`config.mk`:
```
export PLATFORM = sky130hd
export DESIGN_NAME = acc_top
export DESIGN_NICKNAME = d
export VERILOG_FILES = /design/src/acc_pkg.sv /design/src/acc_top.sv
export SDC_FILE = /design/constraint.sdc
export NUM_CORES = 1
export LEC_CHECK = 0
export BUFFER_PORTS_ARGS = -buffer_cell sky130_fd_sc_hd__buf_4
export CORE_MARGIN = 4
export CORE_UTILIZATION = 61
export CTS_BUF_LIST = sky130_fd_sc_hd__clkbuf_4 sky130_fd_sc_hd__clkbuf_8
export CTS_CLUSTER_DIAMETER = 200
export DETAILED_ROUTE_END_ITERATION = 8
export GPL_TIMING_DRIVEN = 0
export PLACE_DENSITY = 0.95
export SETUP_SLACK_MARGIN = 0.15
export SYNTH_ARGS = -nofsm -noshare
export SYNTH_HDL_FRONTEND = slang
export SYNTH_SLANG_ARGS = --single-unit
```
`constraint.sdc`:
```
create_clock -name i_ref_clk -period 4.6 [get_ports i_ref_clk]
set_clock_uncertainty 0.15 [all_clocks]
set_input_delay 0.69 -clock i_ref_clk [delete_from_list [all_inputs] [get_ports i_ref_clk]]
set_output_delay 0.69 -clock i_ref_clk [all_outputs]
set_load 0.01 [all_outputs]
```
`src/acc_pkg.sv`:
```
// Purpose: constants and types for the analog comparator control block
// Assumes: single 125 MHz clock, plain register port, 8-bit registers
// Notes:   register indices below are local choices
//
// Overview of operation
// - one 8-bit control reg: 7..4 hysteresis 3..0, 3..0 on/off 3..0.
// - hysteresis bit at 1 is on, at 0 off; all four reset to 1.
// - on/off bit at 0 powers its comparator down; all reset to 0.
// - pin-select [3:2] at 10 shorts negatives 1..3 to the common pin.
// - a pin given to a comparator input loses its pull-high resistor.
// - four comparators, usable once pin select picks them and their on/off bit is 1; comparator 0 also needs edge code not 00.
// - cmp0 edge 00 off+converter, 01 rise, 10 fall, 11 both, no trip.
`default_nettype none

package acc_pkg;
  localparam int          ACC_NCMP         = 4;
  localparam int          ACC_AW           = 3;
  localparam int          ACC_DW           = 8;
  // register indices
  localparam logic [2:0]  ACC_A_CTRL       = 3'h0;
  localparam logic [2:0]  ACC_A_PINSEL     = 3'h1;
  localparam logic [2:0]  ACC_A_EDGE       = 3'h2;
  localparam logic [2:0]  ACC_A_PULLUP     = 3'h3;
  localparam logic [2:0]  ACC_A_STATUS     = 3'h4;
  localparam logic [2:0]  ACC_A_IRQ_EN     = 3'h5;
  localparam logic [2:0]  ACC_A_IRQ_CLR    = 3'h6;
  localparam logic [2:0]  ACC_A_CMP_OUT    = 3'h7;
  // reset values
  localparam logic [7:0]  ACC_CTRL_RST     = 8'hf0;
  localparam logic [7:0]  ACC_PINSEL_RST   = 8'h00;
  localparam logic [1:0]  ACC_EDGE_RST     = 2'h3;
  localparam logic [7:0]  ACC_ZERO8        = 8'h00;
  // field positions
  localparam int          ACC_HY_LSB       = 4;
  localparam int          ACC_PS_LSB       = 2;
  localparam logic [1:0]  ACC_PS_CPN       = 2'h2;
  localparam int          ACC_PS_CMP_HI    = 7;
  localparam int          ACC_PS_CMP_LO    = 4;
  localparam int          ACC_ST_EDGE0     = 4;

  typedef enum logic [1:0] {
    ACC_EDGE_OFF  = 2'h0,
    ACC_EDGE_RISE = 2'h1,
    ACC_EDGE_FALL = 2'h2,
    ACC_EDGE_BOTH = 2'h3
  } acc_edge_e;

  typedef struct packed {
    logic [3:0] hyst_en;
    logic [3:0] cmp_on;
  } acc_ctrl_s;

  typedef struct packed {
    logic [2:0] addr;
    logic [7:0] wdata;
    logic       wr;
    logic       rd;
  } acc_bus_s;
endpackage

`default_nettype wire

```
`src/acc_top.sv`:
```
// Purpose: control logic for four analog comparators
// Assumes: comparator outputs arrive raw from analog, synchronised here
// Notes:   pin select bits 7..4 hand pins to comparators 3..0
//
// The register addresses and the strobed register port were left to the implementer.
`default_nettype none

module acc_top
(
  input  wire logic                  i_ref_clk,
  input  wire logic                  i_resetn,
  input  wire acc_pkg::acc_bus_s     i_bus,
  input  wire logic [3:0]            i_cmp_raw,
  output logic      [7:0]            o_rdata,
  output var acc_pkg::acc_ctrl_s     o_ctrl,
  output logic      [3:0]            o_cmp_power,
  output logic      [3:0]            o_pullup_off,
  output logic                       o_neg_short,
  output logic                       o_dac_on,
  output logic                       o_protect_trig,
  output logic                       o_irq
);
  import acc_pkg::*;

  ////////////////////////////////////////////////////////////////////////
  // state
  acc_ctrl_s   ctrl_q,  ctrl_d;
  logic [7:0]  psel_q,  psel_d;
  acc_edge_e   edge_q,  edge_d;
  logic [3:0]  pu_q,    pu_d;
  logic [4:0]  st_q,    st_d;
  logic [4:0]  ien_q,   ien_d;
  logic [3:0]  s1_q,    s2_q,   s3_q;
  logic [3:0]  s1_d,    s2_d,   s3_d;
  logic [7:0]  rd_q,    rd_d;
  logic [3:0]  pwr_q,   pwr_d;
  logic [3:0]  puoff_q, puoff_d;
  logic        short_q, short_d;
  logic        dac_q,   dac_d;
  logic        prot_q,  prot_d;
  logic        irq_q,   irq_d;
  logic [3:0]  usable;
  logic [3:0]  rise, fall;
  logic        ev0;

  // write strobe decode
  function automatic logic wr_hit(input acc_bus_s b, input logic [2:0] a);
    return b.wr && (b.addr == a);
  endfunction

  ////////////////////////////////////////////////////////////////////////
  // register next values
  always_comb begin
    ctrl_d = ctrl_q;
    psel_d = psel_q;
    edge_d = edge_q;
    pu_d   = pu_q;
    ien_d  = ien_q;
    if (wr_hit(i_bus, ACC_A_CTRL)) begin
      ctrl_d = acc_ctrl_s'(i_bus.wdata);
    end
    if (wr_hit(i_bus, ACC_A_PINSEL)) begin
      psel_d = i_bus.wdata;
    end
    if (wr_hit(i_bus, ACC_A_EDGE)) begin
      edge_d = acc_edge_e'(i_bus.wdata[1:0]);
    end
    if (wr_hit(i_bus, ACC_A_PULLUP)) begin
      pu_d = i_bus.wdata[3:0];
    end
    if (wr_hit(i_bus, ACC_A_IRQ_EN)) begin
      ien_d = i_bus.wdata[4:0];
    end
  end

  ////////////////////////////////////////////////////////////////////////
  // comparator usability and synchronisers
  always_comb begin
    usable = psel_q[ACC_PS_CMP_HI:ACC_PS_CMP_LO] & ctrl_q.cmp_on;
    // edge code 00 also silences comparator 0
    usable[0] = usable[0] && (edge_q != ACC_EDGE_OFF);
    // two-stage sync then gate off comparators
    s1_d = i_cmp_raw;
    s2_d = s1_q;
    s3_d = s2_q & usable;
    rise = s3_d & ~s3_q;
    fall = s3_q & ~s3_d;
  end

  ////////////////////////////////////////////////////////////////////////
  // events, status and outputs
  always_comb begin
    unique case (edge_q)
      ACC_EDGE_OFF:  ev0 = 1'b0;
      ACC_EDGE_RISE: ev0 = rise[0];
      ACC_EDGE_FALL: ev0 = fall[0];
      ACC_EDGE_BOTH: ev0 = rise[0] | fall[0];
    endcase
    // set wins over clear
    st_d = st_q;
    if (wr_hit(i_bus, ACC_A_IRQ_CLR)) begin
      st_d = st_q & ~i_bus.wdata[4:0];
    end
    st_d = st_d | {ev0, rise | fall};
    irq_d = |(st_d & ien_d);
    prot_d = ev0 && (edge_q != ACC_EDGE_BOTH);
    dac_d  = (edge_q != ACC_EDGE_OFF);
    pwr_d = ctrl_q.cmp_on;
    // edge code 00 also stops comparator 0
    pwr_d[0] = ctrl_q.cmp_on[0] && (edge_q != ACC_EDGE_OFF);
    puoff_d = psel_q[ACC_PS_CMP_HI:ACC_PS_CMP_LO] | ~pu_q;
    short_d = (psel_q[ACC_PS_LSB +: 2] == ACC_PS_CPN);
    rd_d = ACC_ZERO8;
    if (i_bus.rd) begin
      unique case (i_bus.addr)
        ACC_A_CTRL:    rd_d = ctrl_q;
        ACC_A_PINSEL:  rd_d = psel_q;
        ACC_A_EDGE:    rd_d = {6'h00, edge_q};
        ACC_A_PULLUP:  rd_d = {4'h0, pu_q};
        ACC_A_STATUS:  rd_d = {3'h0, st_q};
        ACC_A_IRQ_EN:  rd_d = {3'h0, ien_q};
        ACC_A_IRQ_CLR: rd_d = ACC_ZERO8;
        ACC_A_CMP_OUT: rd_d = {4'h0, s3_q};
      endcase
    end
  end

  ////////////////////////////////////////////////////////////////////////
  // registers
  always_ff @(posedge i_ref_clk) begin
    if (!i_resetn) begin
      ctrl_q  <= acc_ctrl_s'(ACC_CTRL_RST);
      psel_q  <= ACC_PINSEL_RST;
      edge_q  <= acc_edge_e'(ACC_EDGE_RST);
      pu_q    <= '0;
      st_q    <= '0;
      ien_q   <= '0;
      s1_q    <= '0;
      s2_q    <= '0;
      s3_q    <= '0;
      rd_q    <= ACC_ZERO8;
      pwr_q   <= '0;
      puoff_q <= '1;
      short_q <= 1'b0;
      dac_q   <= 1'b0;
      prot_q  <= 1'b0;
      irq_q   <= 1'b0;
    end else begin
      ctrl_q  <= ctrl_d;
      psel_q  <= psel_d;
      edge_q  <= edge_d;
      pu_q    <= pu_d;
      st_q    <= st_d;
      ien_q   <= ien_d;
      s1_q    <= s1_d;
      s2_q    <= s2_d;
      s3_q    <= s3_d;
      rd_q    <= rd_d;
      pwr_q   <= pwr_d;
      puoff_q <= puoff_d;
      short_q <= short_d;
      dac_q   <= dac_d;
      prot_q  <= prot_d;
      irq_q   <= irq_d;
    end
  end

  assign o_rdata        = rd_q;
  assign o_ctrl         = ctrl_q;
  assign o_cmp_power    = pwr_q;
  assign o_pullup_off   = puoff_q;
  assign o_neg_short    = short_q;
  assign o_dac_on       = dac_q;
  assign o_protect_trig = prot_q;
  assign o_irq          = irq_q;

  ////////////////////////////////////////////////////////////////////////
  // checks
  property p_ctrl_write;
    @(posedge i_ref_clk) disable iff (!i_resetn)
      wr_hit(i_bus, ACC_A_CTRL) |=> (o_ctrl == $past(i_bus.wdata));
  endproperty
  a_ctrl_write: assert property (p_ctrl_write)
    else $error("control write not stored");

  property p_hyst_reset;
    @(posedge i_ref_clk)
      $rose(i_resetn) |-> (o_ctrl.hyst_en == 4'hf && o_ctrl.cmp_on == 4'h0);
  endproperty
  a_hyst_reset: assert property (p_hyst_reset)
    else $error("wrong control reset value");

  property p_power;
    @(posedge i_ref_clk) disable iff (!i_resetn)
      ##1 ((o_cmp_power[3:1] & ~$past(ctrl_q.cmp_on[3:1])) == 3'h0);
  endproperty
  a_power: assert property (p_power)
    else $error("comparator powered while off");

  property p_short;
    @(posedge i_ref_clk) disable iff (!i_resetn)
      (psel_q[3:2] == 2'h2) |=> o_neg_short;
  endproperty
  a_short: assert property (p_short)
    else $error("negative inputs not shorted");

  property p_pullup;
    @(posedge i_ref_clk) disable iff (!i_resetn)
      psel_q[4] |=> o_pullup_off[0];
  endproperty
  a_pullup: assert property (p_pullup)
    else $error("pull-high left on shared pin");

  property p_usable;
    @(posedge i_ref_clk) disable iff (!i_resetn)
      !psel_q[4] [*2] |=> !s3_q[0];
  endproperty
  a_usable: assert property (p_usable)
    else $error("unselected comparator active");

  property p_dual;
    @(posedge i_ref_clk) disable iff (!i_resetn)
      (edge_q == ACC_EDGE_BOTH) |=> !o_protect_trig;
  endproperty
  a_dual: assert property (p_dual)
    else $error("dual edge raised protection");

  property p_sync;
    @(posedge i_ref_clk) disable iff (!i_resetn)
      $rose(i_cmp_raw[1]) ##2 usable[1] |=> s3_q[1];
  endproperty
  a_sync: assert property (p_sync)
    else $error("sync latency wrong");

  property p_pwr0_off;
    @(posedge i_ref_clk) disable iff (!i_resetn)
      (edge_q == ACC_EDGE_OFF) |=> !o_cmp_power[0];
  endproperty
  a_pwr0_off: assert property (p_pwr0_off)
    else $error("comparator 0 powered with edge code off");

  property p_dac_on;
    @(posedge i_ref_clk) disable iff (!i_resetn)
      (edge_q != ACC_EDGE_OFF) |=> o_dac_on;
  endproperty
  a_dac_on: assert property (p_dac_on)
    else $error("converter off while edge code set");

  property p_dac_off;
    @(posedge i_ref_clk) disable iff (!i_resetn)
      (edge_q == ACC_EDGE_OFF) |=> !o_dac_on;
  endproperty
  a_dac_off: assert property (p_dac_off)
    else $error("converter on with edge code off");

  property p_rise_trig;
    @(posedge i_ref_clk) disable iff (!i_resetn)
      (edge_q == ACC_EDGE_RISE) && rise[0] |=> o_protect_trig;
  endproperty
  a_rise_trig: assert property (p_rise_trig)
    else $error("rising edge missed protection");

  property p_fall_trig;
    @(posedge i_ref_clk) disable iff (!i_resetn)
      (edge_q == ACC_EDGE_FALL) && fall[0] |=> o_protect_trig;
  endproperty
  a_fall_trig: assert property (p_fall_trig)
    else $error("falling edge missed protection");

  property p_both_event;
    @(posedge i_ref_clk) disable iff (!i_resetn)
      (edge_q == ACC_EDGE_BOTH) && fall[0] |=> st_q[ACC_ST_EDGE0];
  endproperty
  a_both_event: assert property (p_both_event)
    else $error("dual edge event not flagged");

  property p_event_sticky;
    @(posedge i_ref_clk) disable iff (!i_resetn)
      st_q[ACC_ST_EDGE0] && !wr_hit(i_bus, ACC_A_IRQ_CLR)
        |=> st_q[ACC_ST_EDGE0];
  endproperty
  a_event_sticky: assert property (p_event_sticky)
    else $error("edge event flag lost without clear");

  property p_irq_level;
    @(posedge i_ref_clk) disable iff (!i_resetn)
      (|(st_q & ien_q)) && !i_bus.wr |=> o_irq;
  endproperty
  a_irq_level: assert property (p_irq_level)
    else $error("interrupt low with enabled event");

  property p_off_out;
    @(posedge i_ref_clk) disable iff (!i_resetn)
      !ctrl_q.cmp_on[1] |=> !s3_q[1];
  endproperty
  a_off_out: assert property (p_off_out)
    else $error("switched-off comparator output not zero");

  property p_ctrl_hold;
    @(posedge i_ref_clk) disable iff (!i_resetn)
      !wr_hit(i_bus, ACC_A_CTRL) |=> $stable(o_ctrl);
  endproperty
  a_ctrl_hold: assert property (p_ctrl_hold)
    else $error("control bits moved without write");

  property p_short_off;
    @(posedge i_ref_clk) disable iff (!i_resetn)
      (psel_q[ACC_PS_LSB +: 2] != ACC_PS_CPN) |=> !o_neg_short;
  endproperty
  a_short_off: assert property (p_short_off)
    else $error("negative inputs shorted without select");

  property p_pullup_keep;
    @(posedge i_ref_clk) disable iff (!i_resetn)
      !psel_q[ACC_PS_CMP_LO] && pu_q[0] |=> !o_pullup_off[0];
  endproperty
  a_pullup_keep: assert property (p_pullup_keep)
    else $error("pull-high dropped on unshared pin");
endmodule

`default_nettype wire

```
==> out/metrics.yaml, run 1 <==
status:
  status: "finished, final reports clean"
clock_network:
  cts_buffer_depth: 2
  clkLatencyLatePin_ps: 340
  cts.clk_slew.worst_paths_ps: 70
  htree_levels: 3
  cts-resized-gates: 0
  post_cts_buffers: 0
  cts_tree: "built"
  numCtsBuffers: 9
  cts_hold_buf: 0
  cts-root-buf: "clkbuf_8"
  cts_sinks: 64
setup_path:
  cp.required_ps: 4680
  r2r_end: "o_irq$_SDFF_PN0_"
  rrSetupSlack_ps: 2370
  critPathLaunchType: "register"
  crit_arrival_ps: 2310
  critPathKind: "register to register"
  r2r_cells: 7
  timing.rr.start: "edge_q[1]$_SDFFE_PN1P_"
  crit_fanout: 6
  crit_path_end_kind: "register"
timing:
  slew_violations: 0
  setup_viol: 0
  worst-slew-pin-transition_ps: 557
  period_minus_slack_ps: 2230
  final_hold_viol_count: 0
  timing.final.ws_setup_ps: 2370
  relSlewSlack: 0.628
  fin_tns_setup_ps: 0
  fmax_mhz: 448
  rsz0062_at_grt: "no"
  timing.final.crit_share: 0.486
final_layout:
  fillCellCount: 258
  ff_latch_area_mm2: 0.00128
  fin_nets: 343
  area_growth_pct: 23.4
  final_cell_mix: "dfxtp_1 (64), buf_4 (51), nor2_1 (36)"
  diodes: 0
  fin_cells: 377
  finish.utilization: 0.778
  final_common_cell: "dfxtp_1"
  drive_gt1_frac: 0.239
  multi_input_area_mm2: 0.00111
logic_synthesis:
  synth_cells: 265
  synthesis.area_mm2: 0.00250
  synthArstFlopShare: 0
  synth-edff-count: 0
  yosysTopAreaCell: "dfxtp_1"
  syn-mean-instance-area_um2: 9.45
  synth_fp_nets: 286
  synth_area_leaders: "dfxtp_1 (51%), mux2i_1 (9.6%), nor2_1 (5.4%)"
  synth_top_area_frac: 0.512
  synth_cell_type_count: 38
  yosysWarnings: 0
  ys_seq_area_frac: 0.512
  yosys_register_bits: 64
  synth-main-ff-cell: "dfxtp_1"
detailed_routing:
  wirelength_um: 6570
  drtIter0Drc: 303
  drt_first_pass_iters: 4
  avgViaCountPerCell: 5.79
  drc_errors: 0
  vias: 2182
  wl_per_cell_um: 17.4
  ant_nets: 0
floorplan:
  die_h_um: 72.1
  die_w_um: 72.1
  dieArea_mm2: 0.00519
  core_region_area_mm2: 0.00397
  floorplan.rows: 23
  num_io_pins: 47
  start_util: 0.630
grt:
  grt_pass1_wl_um: 10500
  grt_max_degree: 11
  antenna_found_initial: 0
  grt_pass1_vias: 2195
  track_usage: 0.270
  grt-ovfl-total: 0
job:
  cap_violations: 0
power_and_ir_drop:
  p_leak_nw: 1.37
  powerDensity_mw_per_mm2: 356
  ir_drop_uv: 233
place:
  post-dp-hpwl_um: 4510
  port-buffer-count: 46
  gp_congestion: 0.860
  place_ws_ps: 2360
  dp.cells: 361
worst_hold_path:
  holdPathStages: 1
  hp-class: "register to register"
  whs_endpoint: "o_pullup_off[2]$_SDFF_PN1_"
  hold_path_startpoint: "pu_q[2]$_SDFFE_PN0P_"
[sequential cells by signal, indices dropped and copies added, names as in the netlist, 2 cells and up]
| register | count |
|---|---|
| o_ctrl | 8 |
| o_rdata | 8 |
| psel_q | 8 |
| ien_q | 5 |
| st_q | 5 |
| o_cmp_power | 4 |
| o_pullup_off | 4 |
| pu_q | 4 |
| s1_q | 4 |
| s2_q | 4 |
| s3_q | 4 |
| edge_q | 2 |
[routing by layer]
layer | global-route usage | vias up | routed length (um)
met5 | 0 | - | 0
met1 | 0.318 | 1015 | 2610
li1 | - | 1013 | -
met3 | 0.0568 | 20 | 568
met4 | 0.175 | 0 | 179
met2 | 0.443 | 134 | 3220
[worst max path at each step]
stage	startpoint	to	slack, ps	cells past startpoint
2_1_floorplan	o_ctrl[0]$_SDFFE_PN0P_	o_irq$_SDFF_PN0_	2570	7
3_3_place_gp	i_bus[11]	o_irq$_SDFF_PN0_	2420	6
3_5_place_dp	i_bus[12]	o_rdata[1]$_SDFF_PN0_	2360	7
4_1_cts	edge_q[1]$_SDFFE_PN1P_	o_irq$_SDFF_PN0_	2390	7
5_1_grt	edge_q[0]$_SDFFE_PN1P_	o_irq$_SDFF_PN0_	2290	7
6_report	edge_q[1]$_SDFFE_PN1P_	o_irq$_SDFF_PN0_	2370	7
[cells in the mapped netlist (4+ instances only)]
cell,n
nor4_1,4
buf_4,5
nand2_1,32
mux2i_1,24
nand3b_1,5
and2_1,13
nand3_1,10
dfxtp_1,64
clkbuf_1,6
nor2_1,36
a21oi_1,16
inv_1,6
[stage by stage]
stage / area [um2] / total power [mW] / hold WS, ps
after floorplan: 2500 / 0.632 / 241
after global placement: 2910 / 0.670 / 253
after detailed placement: 2910 / 0.674 / 264
after CTS: 3090 / 1.10 / 280
after global routing: 3090 / 1.13 / 287
final: 3090 / 1.10 / 284
[where the power goes]
part	internal, mW	switching (mW)	leakage (nW)
combinational	0.0388	0.0520	0.752
sequential	0.566	0.00780	0.520
clock	0.227	0.207	0.0937
total	0.832	0.267	1.37
[critical path: stages, from the launching register on]
cell,delay [ps]
dfxtp_1,430
nor2_1,90
or2_2,340
ha_1,180
nor2b_1,130
o21ai_0,250
a31oi_1,140
o41a_1,420
[kinds of logic after synthesis]
group,synth area share
xor gates and xnor gates,0.0105
muxes,0.114
buffers and inverters,0.0430
AOI/OAI and AO/OA,0.0850
DFF,0.512
adders and majority gates,0.00999
and+or+nand+nor,0.226
[final cells by class]
class | count | share of cell area
clock buffers | 13 | 0.0518
inverters | 6 | 0.00729
well taps | 50 | 0.0203
clock inverters | 3 | 0.00567
repair buffers | 46 | 0.112
flip-flops and latches | 64 | 0.415
plain buffers | 15 | 0.0275
multi-input cells | 180 | 0.361
Power figures use the tool's default switching activity.
==> run 2, diff against run 1 <==
--- a/config.mk
+++ b/config.mk
@@ -5,14 +5,15 @@
 export SDC_FILE = /design/constraint.sdc
 export NUM_CORES = 1
 export LEC_CHECK = 0
+export ABC_AREA = 1
 export BUFFER_PORTS_ARGS = -buffer_cell sky130_fd_sc_hd__buf_4
 export CORE_MARGIN = 4
-export CORE_UTILIZATION = 61
+export CORE_UTILIZATION = 51
 export CTS_BUF_LIST = sky130_fd_sc_hd__clkbuf_4 sky130_fd_sc_hd__clkbuf_8
 export CTS_CLUSTER_DIAMETER = 200
 export DETAILED_ROUTE_END_ITERATION = 8
 export GPL_TIMING_DRIVEN = 0
-export PLACE_DENSITY = 0.95
+export PLACE_DENSITY = 0.85
 export SETUP_SLACK_MARGIN = 0.15
 export SYNTH_ARGS = -nofsm -noshare
 export SYNTH_HDL_FRONTEND = slang
==> constraint.sdc (replaced) <==
create_clock -name i_ref_clk -period 1.9 [get_ports i_ref_clk]
set_clock_uncertainty 0.15 [all_clocks]
set_input_delay 0.285 -clock i_ref_clk [delete_from_list [all_inputs] [get_ports i_ref_clk]]
set_output_delay 0.285 -clock i_ref_clk [all_outputs]
set_load 0.01 [all_outputs]
==> out/metrics.yaml, run 2 <==
status:
  status: "finished, final reports clean"  # unchanged
clock_network:
  htree_levels: 3  # unchanged
  cts_sinks: 64  # unchanged
  cts_buffer_depth: 2  # unchanged
  cts.clk_slew.worst_paths_ps: 70  # about the same
  clkLatencyLatePin_ps: 340  # about the same
  cts_tree: "built"  # unchanged
  numCtsBuffers: 9  # unchanged
  cts-root-buf: "clkbuf_8"  # unchanged
grt:
  use_met1: 0.286  # was 0.318
  grt_max_degree: 11  # unchanged
  grt_pass1_wl_um: 10000  # was 10,500 um
  track_usage: 0.218  # was 0.270
  antenna_found_initial: 0  # unchanged
  grt_pass1_vias: 2084  # was 2,195
  grt_most_used_layer: "met2"  # unchanged
  grt_use_met3: 0.0476  # was 0.0568
  met2_usage: 0.334  # was 0.443
  grt-ovfl-total: 0  # unchanged
final_layout:
  diodes: 0  # unchanged
  final_common_cell: "nand2_1"  # was dfxtp_1
  final_cell_mix: "nand2_1 (83), dfxtp_1 (60), buf_4 (53)"  # was dfxtp_1 (64), buf_4 (51), nor2_1 (36)
  fillCellCount: 389  # was 258
  final_cell_area_mm2: 0.00322  # was 0.00309 mm2
  area_growth_pct: 30.1  # was 23.4%
  fin_cells: 465  # was 377
  fin_nets: 414  # was 343
  finish.utilization: 0.681  # was 0.778
  drive_gt1_frac: 0.214  # was 0.239
timing:
  worst-slew-pin-transition_ps: 519  # was 557 ps
  final_hold_viol_count: 0  # unchanged
  fmax_mhz: 594  # was 448 MHz
  slew_violations: 0  # unchanged
  timing.final.ws_setup_ps: 216  # was 2370 ps
  period_minus_slack_ps: 1680  # was 2230 ps
  rsz0062_at_grt: "no"  # unchanged
  relSlewSlack: 0.652  # was 0.628
  fin_tns_setup_ps: 0  # unchanged
  timing.final.crit_share: 0.886  # was 0.486
  setup_viol: 0  # unchanged
logic_synthesis:
  synth_cells: 329  # was 265
  netlist_top_cells_count: "nand2_1 (83), dfxtp_1 (64), inv_1 (48), a21oi_1 (31), nor2_1 (22)"  # was dfxtp_1 (64), nor2_1 (36), nand2_1 (32), mux2i_1 (24), a21oi_1 (16)
  yosys_register_bits: 64  # unchanged
  synth_area_leaders: "dfxtp_1 (52%), nand2_1 (13%), inv_1 (7.3%)"  # was dfxtp_1 (51%), mux2i_1 (9.6%), nor2_1 (5.4%)
  synth_compound_area_frac: 0.144  # was 0.0850
  synthAdderAreaFrac: 0.0101  # was 0.0100
  ys_seq_area_frac: 0.518  # was 0.512
  synthesis.area_mm2: 0.00247  # was 0.00250 mm2
  synth-main-ff-cell: "dfxtp_1"  # unchanged
  synth_most_common_cell: "nand2_1"  # was dfxtp_1
  synth_cell_type_count: 26  # was 38
  synth_fp_nets: 350  # was 286
  synth_top_area_frac: 0.518  # was 0.512
  yosysWarnings: 0  # unchanged
  syn-mean-instance-area_um2: 7.51  # was 9.45 um2
  synth-simple-area-share: 0.226  # about the same
  synth_top_family_by_area: "simple AND/OR/NAND/NOR gates"  # unchanged
  yosysTopAreaCell: "dfxtp_1"  # unchanged
  synthArstFlopShare: 0  # unchanged
  synth-edff-count: 0  # unchanged
  synthMuxAreaShare: 0  # was 0.114
  synth_xor_area_frac: 0  # was 0.0105
floorplan:
  start_util: 0.523  # was 0.630
  dieArea_mm2: 0.00603  # was 0.00519 mm2
  num_io_pins: 47  # unchanged
  floorplan.rows: 25  # was 23
  core_region_area_mm2: 0.00472  # was 0.00397 mm2
  die_w_um: 77.6  # was 72.1 um
  die_h_um: 77.6  # was 72.1 um
detailed_routing:
  drc_errors: 0  # unchanged
  ant_nets: 0  # unchanged
  wl_per_cell_um: 13.3  # was 17.4 um
  avgViaCountPerCell: 5.06  # was 5.79
  vias: 2355  # was 2,182
  drtIter0Drc: 319  # was 303
  wirelength_um: 6160  # was 6570 um
  drt_first_pass_iters: 5  # was 4
setup_path:
  crit_fanout: 3  # was 6
  crit_path_end_kind: "register"  # unchanged
  critPathKind: "register to register"  # unchanged
  critPathLaunchType: "register"  # unchanged
  cp.required_ps: 1970  # was 4680 ps
  crit_arrival_ps: 1750  # was 2310 ps
power_and_ir_drop:
  ir_drop_uv: 501  # was 233 uV
  powerDensity_mw_per_mm2: 909  # was 356 mW/mm2
  p_leak_nw: 1.53  # was 1.37 nW
place:
  dpl_cell_area_mm2: 0.00289  # was 0.00291 mm2
  gp_congestion: 0.865  # was 0.860
  port-buffer-count: 45  # was 46
  place_ws_ps: 113  # was 2360 ps
  post-dp-hpwl_um: 4390  # was 4510 um
  dp.cells: 441  # was 361
worst_hold_path:
  hp-class: "input pin to register"  # was register to register
job:
  cap_violations: 0  # unchanged
-- run 2: cell count changes after synthesis, moves of 4 or more --
cell	previous run	this run
a21oi_1	16	31
nor2_1	36	22
mux2i_1	24	0
and2_1	13	0
nand2_1	32	83
nor4_1	4	0
nand3b_1	5	0
o21ai_1	0	4
inv_1	6	48
o21ai_0	3	19
nand3_1	10	19
-- run 2: what timing repair did --
| item | 4_1_cts | 5_1_grt |
|---|---|---|
| resized for setup | 1 | 8 |
| hold buffers | 5 | 0 |
| buffers inserted | 0 | 3 |
| setup endpoints to repair | 1 | 2 |
| pin swaps | 0 | 3 |
| hold endpoints to repair | 5 | 0 |
-- run 2: path summary, 6_finish.rpt --
kind	startpoint	slack [ps]	endpoint	cells after the start
hold / removal	i_bus[9]	10	o_ctrl[7]$_SDFFE_PN1P_	3
setup / recovery	psel_q[4]$_SDFFE_PN0P_	220	o_irq$_SDFF_PN0_	10
hold reg to reg	s1_q[1]$_SDFF_PN0_	260	s2_q[1]$_SDFF_PN0_	2
setup reg to reg	psel_q[4]$_SDFFE_PN0P_	220	o_irq$_SDFF_PN0_	10
-- run 2: power breakdown --
part | switching (mW) | total [mW] | leakage, nW | internal, mW
Sequential | 0.0222 | 1.40 | 0.521 | 1.38
Combinational | 0.121 | 0.205 | 0.888 | 0.0841
Clock | 0.504 | 1.32 | 0.118 | 0.817
Total | 0.647 | 2.92 | 1.53 | 2.28
-- run 2: final cells by class --
type	instances	area, um2	area share
Tap cell	67	83.8	0.0261
Clock buffer	13	160	0.0498
Multi-Input combinational cell	204	957	0.298
Timing Repair Buffer	53	410	0.128
Buffer	11	62.6	0.0195
Clock inverter	3	65.1	0.0202
Inverter	50	188	0.0584
Sequential cell	64	1290	0.401
-- run 2: critical path: stages (launching register included) --
cell and delay [ps]:
dfxtp_2 350, nand2_1 70, nor3_2 240, inv_1 90, ha_1 180, nand3_1 70, nand2_1 80, o22ai_2 150
nand2_1 80, nand2_1 60, a21oi_1 60
-- run 2: cells by family (layout without fill, tap and decap cells) --
family | after synthesis | in the layout
buf+inv | 61 | 130
compound gates | 66 | 66
fa+ha+maj | 2 | 2
simple gates | 136 | 136
flops | 64 | 64
-- run 2: through the flow --
step | hold WS, ps | total power, mW
6_report | 14.7 | 2.92
5_1_grt | 32.3 | 3.01
4_1_cts | 0.415 | 2.93
3_5_place_dp | 250 | 1.62
3_3_place_gp | 242 | 1.61
2_1_floorplan | 233 | 1.52
-- run 2: layer usage --
metal	wire, um	share of wire
met2	2870	0.47
met4	150	0.024
met3	404	0.066
met5	0	0
met1	2740	0.44
